### src/verilog/atb_timer_consts.vh
// Purpose: constants for the advanced timebase / capture timer core
// Assumes: Avalon-MM word offsets are byte addresses, 32-bit data bus
// Notes:   register fields sit in the low bits; SMC and CAPCFG reach bits 16 and 17
`ifndef ATB_TIMER_CONSTS_VH
`define ATB_TIMER_CONSTS_VH

// ==========================================================
// register byte offsets
`define ATB_OFS_CTRL1    6'h00
`define ATB_OFS_SMC      6'h04
`define ATB_OFS_STS      6'h08
`define ATB_OFS_IEN      6'h0C
`define ATB_OFS_CAPCFG   6'h10
`define ATB_OFS_CNT      6'h14
`define ATB_OFS_PSC      6'h18
`define ATB_OFS_RELOAD   6'h1C
`define ATB_OFS_REP      6'h20
`define ATB_OFS_CCV0     6'h24
`define ATB_OFS_CCV3     6'h30
`define ATB_OFS_EVGEN    6'h34

// ==========================================================
// timer_control_one fields
`define ATB_CTRL_CEN     0
`define ATB_CTRL_UD      1
`define ATB_CTRL_DIR_LO  2
`define ATB_DIR_UP       2'h0
`define ATB_DIR_DOWN     2'h1
`define ATB_DIR_CENTER   2'h2

// ==========================================================
// slave mode / clock source fields
`define ATB_SMC_MODE_LO  0
`define ATB_SMC_ISEL_LO  2
`define ATB_SMC_IPOL     5
`define ATB_SMC_EDIV_LO  6
`define ATB_SMC_EPOL     8
`define ATB_SMC_FLT_LO   9
`define ATB_SMC_TSEL_LO  13
`define ATB_SMC_ACT_LO   15
`define ATB_CLK_INT      2'h0
`define ATB_CLK_EXT1     2'h1
`define ATB_CLK_EXT2     2'h2
`define ATB_CLK_ITR      2'h3
`define ATB_ACT_CLOCK    2'h0
`define ATB_ACT_RESET    2'h1
`define ATB_ACT_GATE     2'h2
`define ATB_ACT_START    2'h3
`define ATB_ISEL_BOTH    3'h4

// ==========================================================
// status / enable fields, capture config
`define ATB_STS_UPD      0
`define ATB_STS_TRG      1
`define ATB_STS_CC_LO    2
`define ATB_IEN_UDMA     8
`define ATB_CAP_PWM      16
`define ATB_CAP_PWM_SRC  17
`define ATB_EVG_UPD      0

// ==========================================================
// reset values
`define ATB_RST_RELOAD   16'hFFFF
`define ATB_RST_ZERO16   16'h0000
`define ATB_RST_REP      8'h00

`endif
### src/verilog/atb_timer.v
// Purpose: 16-bit timebase with prescaler, repetition counter, clock source
//          selection, slave actions and four input capture channels
// Assumes: all inputs synchronous to ref_clk; Avalon-MM slave, one wait cycle
// Notes:   output compare, break, dead-time and DMA bursts are not present
`timescale 1ns/10ps
`include "atb_timer_consts.vh"

// Behaviour
// - sixteen-bit counter counting up, down or center-aligned.
// - direction select field in control register one picks the counting mode.
// - up mode counts from 0, wraps to 0 at reload, flags overflow.
// - down mode counts from reload to 0, reloads, flags wrap.
// - center mode rises to reload and falls; overflow at reload-1, underflow at 1.
// - update event copies pending repetition, reload and prescaler into shadows.
// - update-disable bit suppresses update events from counter wraps.
// - each wrap decrements repetition counter; update only when it is 0.
// - repetition count register is eight bits wide.
// - prescaler divides counter clock by 1 to 65536 and drives the counter.
// - prescaler value is buffered; rewrites take effect at next update.
// - with slave control off, the prescaler runs from the internal clock.
// - external mode one clocks from any filtered channel, or channel 1 both edges.
// - external mode two uses trigger input after polarity, divider and filter.
// - internal trigger comes unfiltered; it may reset, start, gate or clock.
// - PWM input measurement takes its source from input 1 or 2 only.
// - four independent capture channels, each with its own value register.
// - capture path is filter, edge detect and event prescaler before latching.
// - a selected edge latches the counter into the channel value register.
// - capture sets the channel flag; interrupt when its enable is 1.
// - interrupt requests for update, trigger and capture events; DMA request for update only.
module atb_timer (
  input wire ref_clk,
  input wire rst_n,
  input wire clk_en,
  input wire [5:0] avs_address,
  input wire avs_read,
  input wire avs_write,
  input wire [31:0] avs_writedata,
  input wire [3:0] avs_byteenable,
  output reg [31:0] avs_readdata,
  output wire avs_waitrequest,
  input wire [3:0] ch_in,
  input wire external_trigger_input,
  input wire [3:0] itr_in,
  output wire [15:0] counter_value,
  output reg update_evt,
  output reg trigger_evt,
  output wire irq,
  output wire dma_req
);

  // ==========================================================
  // helpers
  function [15:0] merge16;
    input [15:0] old;
    input [31:0] wdata;
    input [3:0] be;
    begin
      merge16[7:0] = be[0] ? wdata[7:0] : old[7:0];
      merge16[15:8] = be[1] ? wdata[15:8] : old[15:8];
    end
  endfunction

  function sel4;
    input [3:0] v;
    input [1:0] s;
    begin
      sel4 = v[s];
    end
  endfunction

  function edge_hit;
    input r;
    input f;
    input [1:0] mode;
    begin
      case (mode)
        2'h0: edge_hit = r;
        2'h1: edge_hit = f;
        default: edge_hit = r | f;
      endcase
    end
  endfunction

  // ==========================================================
  // registers
  reg [15:0] ctrl1_ff;
  reg [16:0] smc_ff;
  reg [5:0] sts_ff;
  reg [8:0] ien_ff;
  reg [17:0] capcfg_ff;
  reg [15:0] cnt_ff;
  reg [15:0] psc_ff;
  reg [15:0] reload_ff;
  reg [7:0] rep_ff;
  reg [15:0] psc_act_ff;
  reg [15:0] reload_act_ff;
  reg [7:0] rep_act_ff;
  reg [7:0] rep_cnt_ff;
  reg [15:0] psc_cnt_ff;
  reg down_ff;
  reg [15:0] ccv_ff [0:3];
  reg [2:0] evc_ff [0:3];
  reg ack_ff;
  reg [2:0] etr_div_ff;
  reg etr_prev_ff;
  reg [3:0] itr_prev_ff;
  reg [4:0] filt_ff;
  reg [4:0] filt_prev_ff;
  reg [3:0] fcnt_ff [0:4];
  integer i;
  integer j;
  integer k;
  integer m;

  wire [1:0] dir_sel = ctrl1_ff[`ATB_CTRL_DIR_LO+1:`ATB_CTRL_DIR_LO];
  wire [1:0] clk_mode = smc_ff[`ATB_SMC_MODE_LO+1:`ATB_SMC_MODE_LO];
  wire [2:0] in_sel = smc_ff[`ATB_SMC_ISEL_LO+2:`ATB_SMC_ISEL_LO];
  wire [1:0] etr_div = smc_ff[`ATB_SMC_EDIV_LO+1:`ATB_SMC_EDIV_LO];
  wire [3:0] flt_len = smc_ff[`ATB_SMC_FLT_LO+3:`ATB_SMC_FLT_LO];
  wire [1:0] itr_sel = smc_ff[`ATB_SMC_TSEL_LO+1:`ATB_SMC_TSEL_LO];
  wire [1:0] slv_act = smc_ff[`ATB_SMC_ACT_LO+1:`ATB_SMC_ACT_LO];
  wire pwm_mode = capcfg_ff[`ATB_CAP_PWM];

  // ==========================================================
  // bus handshake: one wait cycle, answer on the second cycle
  wire req = avs_read | avs_write;
  wire wr_go = avs_write & ack_ff;
  assign avs_waitrequest = req & ~ack_ff;

  always @(posedge ref_clk or negedge rst_n) begin
    if (!rst_n) begin
      ack_ff <= 1'b0;
    end else if (clk_en) begin
      ack_ff <= req & ~ack_ff;
    end
  end

  // ==========================================================
  // external trigger: polarity, then divide by 1/2/4/8
  wire etr_pol = external_trigger_input ^ smc_ff[`ATB_SMC_EPOL];
  reg etr_divided;

  always @* begin
    case (etr_div)
      2'h0: etr_divided = etr_pol;
      2'h1: etr_divided = etr_div_ff[0];
      2'h2: etr_divided = etr_div_ff[1];
      default: etr_divided = etr_div_ff[2];
    endcase
  end

  always @(posedge ref_clk or negedge rst_n) begin
    if (!rst_n) begin
      etr_div_ff <= 3'h0;
      etr_prev_ff <= 1'b0;
      itr_prev_ff <= 4'h0;
    end else if (clk_en) begin
      etr_prev_ff <= etr_pol;
      itr_prev_ff <= itr_in;
      if (etr_pol & ~etr_prev_ff)
        etr_div_ff <= etr_div_ff + 3'h1;
    end
  end

  // ==========================================================
  // input filters: a level must hold flt_len+1 samples before it passes
  wire [4:0] raw_in = {etr_divided, ch_in};

  always @(posedge ref_clk or negedge rst_n) begin
    if (!rst_n) begin
      filt_ff <= 5'h00;
      filt_prev_ff <= 5'h00;
      for (i = 0; i < 5; i = i + 1)
        fcnt_ff[i] <= 4'h0;
    end else if (clk_en) begin
      filt_prev_ff <= filt_ff;
      for (i = 0; i < 5; i = i + 1) begin
        if (raw_in[i] == filt_ff[i]) begin
          fcnt_ff[i] <= 4'h0;
        end else if (fcnt_ff[i] >= flt_len) begin
          filt_ff[i] <= raw_in[i];
          fcnt_ff[i] <= 4'h0;
        end else begin
          fcnt_ff[i] <= fcnt_ff[i] + 4'h1;
        end
      end
    end
  end

  wire [4:0] rise = filt_ff & ~filt_prev_ff;
  wire [4:0] fall = ~filt_ff & filt_prev_ff;
  wire [3:0] itr_rise = itr_in & ~itr_prev_ff;

  // ==========================================================
  // trigger selection for the slave mode controller
  reg trig_edge;
  reg trig_level;

  always @* begin
    trig_edge = 1'b0;
    trig_level = 1'b0;
    case (clk_mode)
      `ATB_CLK_EXT1: begin
        if (in_sel == `ATB_ISEL_BOTH) begin
          trig_edge = rise[0] | fall[0];
          trig_level = filt_ff[0];
        end else if (smc_ff[`ATB_SMC_IPOL]) begin
          trig_edge = sel4(fall[3:0], in_sel[1:0]);
          trig_level = ~sel4(filt_ff[3:0], in_sel[1:0]);
        end else begin
          trig_edge = sel4(rise[3:0], in_sel[1:0]);
          trig_level = sel4(filt_ff[3:0], in_sel[1:0]);
        end
      end
      `ATB_CLK_EXT2: begin
        trig_edge = rise[4];
        trig_level = filt_ff[4];
      end
      `ATB_CLK_ITR: begin
        trig_edge = sel4(itr_rise, itr_sel);
        trig_level = sel4(itr_in, itr_sel);
      end
      default: begin
        trig_edge = 1'b0;
        trig_level = 1'b0;
      end
    endcase
  end

  // ==========================================================
  // capture edge detection; PWM input pairs channels 1 and 2
  wire pwm_r = capcfg_ff[`ATB_CAP_PWM_SRC] ? rise[1] : rise[0];
  wire pwm_f = capcfg_ff[`ATB_CAP_PWM_SRC] ? fall[1] : fall[0];
  reg [3:0] cap_edge;

  always @* begin
    for (j = 0; j < 4; j = j + 1)
      cap_edge[j] = edge_hit(rise[j], fall[j], capcfg_ff[4*j +: 2]);
    if (pwm_mode) begin
      cap_edge[0] = edge_hit(pwm_r, pwm_f, capcfg_ff[1:0]);
      cap_edge[1] = edge_hit(pwm_f, pwm_r, capcfg_ff[1:0]); // opposite edge
    end
  end

  // event prescaler: capture on every 1st, 2nd, 4th or 8th selected edge
  reg [3:0] cap_fire;

  always @* begin
    for (k = 0; k < 4; k = k + 1)
      cap_fire[k] = cap_edge[k] &
        (evc_ff[k] == ((3'h1 << capcfg_ff[4*k+2 +: 2]) - 3'h1));
  end

  // ==========================================================
  // clocking of the prescaler
  wire slave_on = (clk_mode != `ATB_CLK_INT);
  reg src_pulse;

  always @* begin
    if (!slave_on)
      src_pulse = 1'b1;
    else if (slv_act == `ATB_ACT_CLOCK)
      src_pulse = trig_edge;
    else if (slv_act == `ATB_ACT_GATE)
      src_pulse = trig_level;
    else
      src_pulse = 1'b1;
  end

  wire cen = ctrl1_ff[`ATB_CTRL_CEN];
  wire psc_tick = cen & src_pulse & (psc_cnt_ff == psc_act_ff);
  wire slave_reset = (slave_on & (slv_act == `ATB_ACT_RESET) & trig_edge) |
                     (pwm_mode & cap_edge[0]);
  wire slave_start = slave_on & (slv_act == `ATB_ACT_START) & trig_edge;

  // ==========================================================
  // counter next value and wrap detection
  reg [15:0] nxt_cnt;
  reg nxt_down;
  reg wrap;

  always @* begin
    nxt_cnt = cnt_ff;
    nxt_down = down_ff;
    wrap = 1'b0;
    case (dir_sel)
      `ATB_DIR_UP: begin
        nxt_down = 1'b0;
        if (cnt_ff == reload_act_ff) begin
          nxt_cnt = 16'h0000;
          wrap = 1'b1;
        end else begin
          nxt_cnt = cnt_ff + 16'h0001;
        end
      end
      `ATB_DIR_DOWN: begin
        nxt_down = 1'b1;
        if (cnt_ff == 16'h0000) begin
          nxt_cnt = reload_act_ff;
          wrap = 1'b1;
        end else begin
          nxt_cnt = cnt_ff - 16'h0001;
        end
      end
      default: begin
        if (reload_act_ff == 16'h0000) begin
          nxt_cnt = 16'h0000;
        end else if (!down_ff) begin
          wrap = (cnt_ff == reload_act_ff - 16'h0001);
          if (cnt_ff >= reload_act_ff) begin
            nxt_down = 1'b1;
            nxt_cnt = cnt_ff - 16'h0001;
          end else begin
            nxt_cnt = cnt_ff + 16'h0001;
          end
        end else begin
          wrap = (cnt_ff == 16'h0001);
          if (cnt_ff == 16'h0000) begin
            nxt_down = 1'b0;
            nxt_cnt = 16'h0001;
          end else begin
            nxt_cnt = cnt_ff - 16'h0001;
          end
        end
      end
    endcase
  end

  // ==========================================================
  // update event sources
  wire sel_hit = (avs_address == `ATB_OFS_EVGEN) & wr_go;
  wire sw_update = sel_hit & avs_byteenable[0] & avs_writedata[`ATB_EVG_UPD];
  wire tick_wrap = psc_tick & wrap;
  wire wrap_update = tick_wrap & (rep_cnt_ff == 8'h00) & ~ctrl1_ff[`ATB_CTRL_UD];
  wire init_update = sw_update | slave_reset;
  wire do_update = wrap_update | init_update;
  wire [15:0] init_cnt = (dir_sel == `ATB_DIR_DOWN) ? reload_ff : 16'h0000;

  // ==========================================================
  // timebase, shadows and repetition counter
  always @(posedge ref_clk or negedge rst_n) begin
    if (!rst_n) begin
      cnt_ff <= `ATB_RST_ZERO16;
      down_ff <= 1'b0;
      psc_cnt_ff <= `ATB_RST_ZERO16;
      psc_act_ff <= `ATB_RST_ZERO16;
      reload_act_ff <= `ATB_RST_RELOAD;
      rep_act_ff <= `ATB_RST_REP;
      rep_cnt_ff <= `ATB_RST_REP;
    end else if (clk_en) begin
      // prescaler divides by psc+1; restarted by any update
      if (init_update | psc_tick)
        psc_cnt_ff <= 16'h0000;
      else if (cen & src_pulse)
        psc_cnt_ff <= psc_cnt_ff + 16'h0001;
      // counter: software write wins over hardware motion
      if (wr_go & (avs_address == `ATB_OFS_CNT)) begin
        cnt_ff <= merge16(cnt_ff, avs_writedata, avs_byteenable);
      end else if (init_update) begin
        cnt_ff <= init_cnt;
        down_ff <= 1'b0;
      end else if (psc_tick) begin
        cnt_ff <= nxt_cnt;
        down_ff <= nxt_down;
      end
      // shadows only move on an update, so mid-period rewrites are harmless
      if (do_update) begin
        psc_act_ff <= psc_ff;
        reload_act_ff <= reload_ff;
        rep_act_ff <= rep_ff;
        rep_cnt_ff <= rep_ff;
      end else if (tick_wrap) begin
        if (rep_cnt_ff == 8'h00)
          rep_cnt_ff <= rep_act_ff; // update held off by the disable bit
        else
          rep_cnt_ff <= rep_cnt_ff - 8'h01;
      end
    end
  end

  // ==========================================================
  // capture channels
  always @(posedge ref_clk or negedge rst_n) begin
    if (!rst_n) begin
      for (m = 0; m < 4; m = m + 1) begin
        ccv_ff[m] <= `ATB_RST_ZERO16;
        evc_ff[m] <= 3'h0;
      end
    end else if (clk_en) begin
      for (m = 0; m < 4; m = m + 1) begin
        if (cap_fire[m]) begin
          ccv_ff[m] <= cnt_ff;
          evc_ff[m] <= 3'h0;
        end else if (cap_edge[m]) begin
          evc_ff[m] <= evc_ff[m] + 3'h1;
        end
      end
    end
  end

  // ==========================================================
  // software registers and sticky status
  wire [5:0] sts_set = {cap_fire, (slave_on & trig_edge), do_update};

  always @(posedge ref_clk or negedge rst_n) begin
    if (!rst_n) begin
      ctrl1_ff <= `ATB_RST_ZERO16;
      smc_ff <= 17'h00000;
      sts_ff <= 6'h00;
      ien_ff <= 9'h000;
      capcfg_ff <= 18'h00000;
      psc_ff <= `ATB_RST_ZERO16;
      reload_ff <= `ATB_RST_RELOAD;
      rep_ff <= `ATB_RST_REP;
      update_evt <= 1'b0;
      trigger_evt <= 1'b0;
    end else if (clk_en) begin
      update_evt <= do_update;
      trigger_evt <= slave_on & trig_edge;
      // status bits clear on a written 0; a same-cycle event wins
      if (wr_go & (avs_address == `ATB_OFS_STS) & avs_byteenable[0])
        sts_ff <= (sts_ff & avs_writedata[5:0]) | sts_set;
      else
        sts_ff <= sts_ff | sts_set;
      if (wr_go) begin
        case (avs_address)
          `ATB_OFS_CTRL1: ctrl1_ff <= merge16(ctrl1_ff, avs_writedata, avs_byteenable);
          `ATB_OFS_SMC: begin
            smc_ff[15:0] <= merge16(smc_ff[15:0], avs_writedata, avs_byteenable);
            if (avs_byteenable[2])
              smc_ff[16] <= avs_writedata[16];
          end
          `ATB_OFS_IEN: begin
            if (avs_byteenable[0])
              ien_ff[7:0] <= avs_writedata[7:0];
            if (avs_byteenable[1])
              ien_ff[8] <= avs_writedata[8];
          end
          `ATB_OFS_CAPCFG: begin
            capcfg_ff[15:0] <= merge16(capcfg_ff[15:0], avs_writedata, avs_byteenable);
            if (avs_byteenable[2])
              capcfg_ff[17:16] <= avs_writedata[17:16];
          end
          `ATB_OFS_PSC: psc_ff <= merge16(psc_ff, avs_writedata, avs_byteenable);
          `ATB_OFS_RELOAD: reload_ff <= merge16(reload_ff, avs_writedata, avs_byteenable);
          `ATB_OFS_REP: begin
            if (avs_byteenable[0])
              rep_ff <= avs_writedata[7:0];
          end
          default: begin
          end
        endcase
      end
      // a start trigger sets the enable; same-cycle software write loses
      if (slave_start)
        ctrl1_ff[`ATB_CTRL_CEN] <= 1'b1;
    end
  end

  // ==========================================================
  // read data, captured during the wait cycle
  reg [31:0] rd_mux;

  always @* begin
    case (avs_address)
      `ATB_OFS_CTRL1: rd_mux = {16'h0000, ctrl1_ff};
      `ATB_OFS_SMC: rd_mux = {15'h0000, smc_ff};
      `ATB_OFS_STS: rd_mux = {26'h0000000, sts_ff};
      `ATB_OFS_IEN: rd_mux = {23'h000000, ien_ff};
      `ATB_OFS_CAPCFG: rd_mux = {14'h0000, capcfg_ff};
      `ATB_OFS_CNT: rd_mux = {16'h0000, cnt_ff};
      `ATB_OFS_PSC: rd_mux = {16'h0000, psc_ff};
      `ATB_OFS_RELOAD: rd_mux = {16'h0000, reload_ff};
      `ATB_OFS_REP: rd_mux = {24'h000000, rep_ff};
      6'h24: rd_mux = {16'h0000, ccv_ff[0]};
      6'h28: rd_mux = {16'h0000, ccv_ff[1]};
      6'h2C: rd_mux = {16'h0000, ccv_ff[2]};
      `ATB_OFS_CCV3: rd_mux = {16'h0000, ccv_ff[3]};
      default: rd_mux = 32'h00000000; // unmapped and write-only read as zero
    endcase
  end

  always @(posedge ref_clk or negedge rst_n) begin
    if (!rst_n) begin
      avs_readdata <= 32'h00000000;
    end else if (clk_en) begin
      if (avs_read & ~ack_ff)
        avs_readdata <= rd_mux;
    end
  end

  // ==========================================================
  // outputs
  assign counter_value = cnt_ff;
  assign irq = |(sts_ff & ien_ff[5:0]);
  assign dma_req = sts_ff[`ATB_STS_UPD] & ien_ff[`ATB_IEN_UDMA];

endmodule // atb_timer

### config.mk
export PLATFORM = sky130hd
export DESIGN_NAME = atb_timer
export DESIGN_NICKNAME = d
export VERILOG_FILES = /design/src/verilog/atb_timer.v
export VERILOG_INCLUDE_DIRS = /design/src /design/src/verilog
export SDC_FILE = /design/constraint.sdc
export NUM_CORES = 1
export LEC_CHECK = 0
export ABC_CLOCK_PERIOD_IN_PS = 3450
export BUFFER_PORTS_ARGS = -buffer_cell sky130_fd_sc_hd__buf_2
export CORE_MARGIN = 2
export CORE_UTILIZATION = 60
export DETAILED_ROUTE_END_ITERATION = 8
export GPL_TIMING_DRIVEN = 1
export PLACE_DENSITY = 0.79
export SLEW_MARGIN = 10
export SYNTH_ARGS = -nofsm -noshare
export SYNTH_HDL_FRONTEND = slang
export SYNTH_SLANG_ARGS = --single-unit
### constraint.sdc
create_clock -name ref_clk -period 3.45 [get_ports ref_clk]
set_input_delay 1.035 -clock ref_clk [delete_from_list [all_inputs] [get_ports ref_clk]]
set_output_delay 1.035 -clock ref_clk [all_outputs]
set_load 0.05 [all_outputs]
==> impl_results.md <==
* Number of buffers inserted by hold repair at cts at 0
* Seq cells post-synth at around 320
* Total Routing Usage GR at around a third
* CTS Root Cell: clkbuf_16
* Reg2Reg Launch Point: reload_act_ff[8]
* Place WS at -0.0800 ns
* Setup ws final at ~0.15 ns
* 1st-iter DRT viols at around 1500
* Worst path cell trace: or4_4, nor4b_1, xnor2_1, nand4b_1, nor4b_2, buf_4, o311ai_4, o21ai_2, nand2_4, buf_12, mux2_4
* Critical Path Sink Type: register
* Gate Count Post-Synth at between 1500 and 2000
* Yosys warns at 0
* Area added between synthesis and finish at 13.6%
* Initial antenna violation count at 0
* Post-Syn Area at roughly 18000 sq um
* Max incr delay on CP at 0.60 ns
* CP startpoint: reload_act_ff[8]
* Site Rows at 63
* WL/cell at approximately 24 microns
* Crit start category: register
* Required time of the critical path at around 3.9 ns
* Setup TNS at 0 ns
* Max FO, Critical Path at 20
* Relative slew slack at a little under a fifth
* DIE WIDTH at 179 microns
* Post-synth top cells: 290 x dfrtp_1, 184 x mux2_2, 133 x nand2_1
* CTS tree: built
* Placer Congestion at slightly below 1
* Maximum buffer depth of the clock tree at 3
* H-tree lvl count at 2
* Synthesized area per cell at roughly 11 sq um
* CTS Sinks at 322
* Hold WS at 0.466 ns
* Max Clock Freq at a little over 300 MHz
* Initial Utilization at 61.3%
* Synth area leaders: dfrtp_1 40%, mux2_2 11%, dfstp_2 4.6%
* Synth top area share at between 30% and 40%
* Dpl hpwl at a little under 40 mm
* Final Core Density at 69.6%
* # diodes at 0
* Wire length of the first global-routing pass at 85.4 mm
* Reg-to-reg endpoint: psc_act_ff[1]
* Max Clock Skew at around 0.034 ns
* Skew-Pair Late Insertion Delay at 0.54 ns
* Crit Path Class: reg -> reg
* Post-synth EDFFs at 0
* Clock transition at the registers of the reported paths at about 0.060 ns
* Yosys cell types at 81
* Post-route insts no fill at 2250
* Worst Setup EP: psc_act_ff[1]
* Max VDD drop at between 700 and 800 uV
* Antenna viol nets, final at 0
* Ys async rst share at between 90% and 100%
* Core ar. at approximately 30000 sq um
* Hold Vio Cnt, Final at 0
* Number of detailed-route iterations in the first pass at 5
* Top-count cell post-synth: dfrtp_1
* CP arrival at between 3 and 4 ns
* Vias in the first global route at around 15000
* Max Cap Viol at 0
* Tcrit/Tclk final at between 90% and 100%
* Clock buffer count from CTS at 35
* Die Area at 31900 sq um
* Outcome: finished clean
* # setup viols final at 0
* Filler Cell Count at 2176
* Reg2reg setup slack at roughly 0.15 ns
* Dpl cells at about 2200
* Largest net degree at the start of global routing at 76
* Net count reported at finish at approximately 2000
* Worst hold path type: in -> async
* Slew Viols, Final at 0
* Cell depth of the worst flop-to-flop path at 11
* IO Pins at 109
* Via count at about 15000
* Post-synth top flop: dfrtp_1
* Largest area contributor in the netlist: dfrtp_1
* Slowest-stage cell, CP: or4_4
* Residual DRC at 0
* Drt via density at around 6.7
* Grt ovf at 0
* Period minus WS final at about 3.3 ns
* Worst-margin pin slew at about 1.2 ns
* PortBufs at 79
* Seq/Total Area, Yosys at around 44%
* P per Cell Area at between 500 and 600 nW/um^2
* Die height at between 150 and 200 microns
* Layout cell share with drive strength beyond 1 at 27.4%
* P_leak at roughly 9.7 nW
* Routed wire length at around 55 mm
[placed cells by master, fill, tap and decap left out, types with 29 or more instances in the layout]
| master | synthesis | layout |
|---|---|---|
| dfrtp_1 | 290 | 290 |
| mux2_2 | 184 | 184 |
| nand2_1 | 133 | 133 |
| o21ai_0 | 101 | 101 |
| buf_4 | 14 | 92 |
| buf_2 | 7 | 78 |
| nor2_1 | 77 | 77 |
| ha_1 | 62 | 62 |
| inv_1 | 60 | 60 |
| xnor2_1 | 55 | 55 |
| nand3_1 | 42 | 42 |
| a21oi_1 | 42 | 41 |
| a221oi_1 | 38 | 38 |
| clkbuf_16 | 0 | 37 |
| mux2_4 | 34 | 34 |
| nand2b_1 | 32 | 32 |
| nor3_1 | 34 | 32 |
| a21o_1 | 32 | 32 |
| dfstp_2 | 32 | 32 |
| a22o_1 | 31 | 31 |
| and3_1 | 29 | 29 |
[worst min-delay path by stage]
| stage | endpoint | cells past startpoint |
|---|---|---|
| 6_report | rep_act_ff[7] | 1 |
| 3_3_place_gp | etr_div_ff[2] | 1 |
| 2_1_floorplan | etr_div_ff[2] | 1 |
| 5_1_grt | etr_div_ff[2] | 1 |
| 3_5_place_dp | avs_readdata[1] | 1 |
| 4_1_cts | avs_readdata[1] | 1 |
[kinds of logic (layout without fill, tap and decap cells)]
kind of cell / count (synthesis) / after routing / share of synthesized area (%)
mux: 236 / 236 / 15.5
fa+ha+maj: 62 / 62 / 4.24
xor+xnor: 82 / 82 / 4.01
simple gates: 444 / 444 / 12.3
other cells: 1 / 14 / 0.0205
compound gates: 398 / 398 / 15.4
flops: 322 / 322 / 44.2
buf+inv: 173 / 302 / 4.29
[metal layers]
metal / GRT usage [%] / up-vias / share of wire, %
met2: 55.7 / 823 / 46
met3: 8.02 / 195 / 9.2
met5: 0 / - / 0.12
met4: 17.0 / 2 / 5.2
li1: - / 6522 / -
met1: 45.5 / 7482 / 40
[where the power goes]
group	switching [mW]	leakage, nW	internal (mW)
registers	0.343	4.21	4.17
clock network	1.56	0.592	2.37
logic	1.54	4.87	1.01
[critical path: cells and delay by family (launching register included)]
family,cells,cell delay [ns]
AO/OA/AOI/OAI,2,0.31
XOR/XNOR,1,0.17
buffers and inverters,2,0.37
flip-flops,1,0.43
multiplexers,1,0.31
AND/OR/NAND/NOR,5,1.55
[sequential cells by signal, indices dropped and copies added (netlist names), 9 cells and up]
signal	flops
fcnt_ff	20
ccv_ff	64
evc_ff	12
psc_ff	16
ien_ff	9
capcfg_ff	18
avs_readdata	18
counter_value	16
reload_act_ff	16
ctrl1_ff	16
smc_ff	17
reload_ff	16
psc_cnt_ff	16
psc_act_ff	16
[timing repair]
action	CTS	global route
setup endpoints to repair	0	56
gates resized for setup	0	5
setup buffers	0	1
[cell type report]
class                      count  area, sq um  share of cell area, %
tap                          390          488                   2.35
clock buffer                  53         1070                   5.13
sequential                   322         8100                   38.9
multi-input combinational   1236         9520                   45.8
clock inverter                 9          141                  0.680
inverter                      61          229                   1.10
timing repair buffer         179         1260                   6.04
[through the flow]
step / area (sq um) / power, mW
6_report: 20800 / 11.0
5_1_grt: 20800 / 11.4
4_1_cts: 20800 / 11.0
3_5_place_dp: 19600 / 7.05
3_3_place_gp: 19600 / 6.95
2_1_floorplan: 18400 / 6.24
Note: power is estimated with default switching activity, not from simulation.
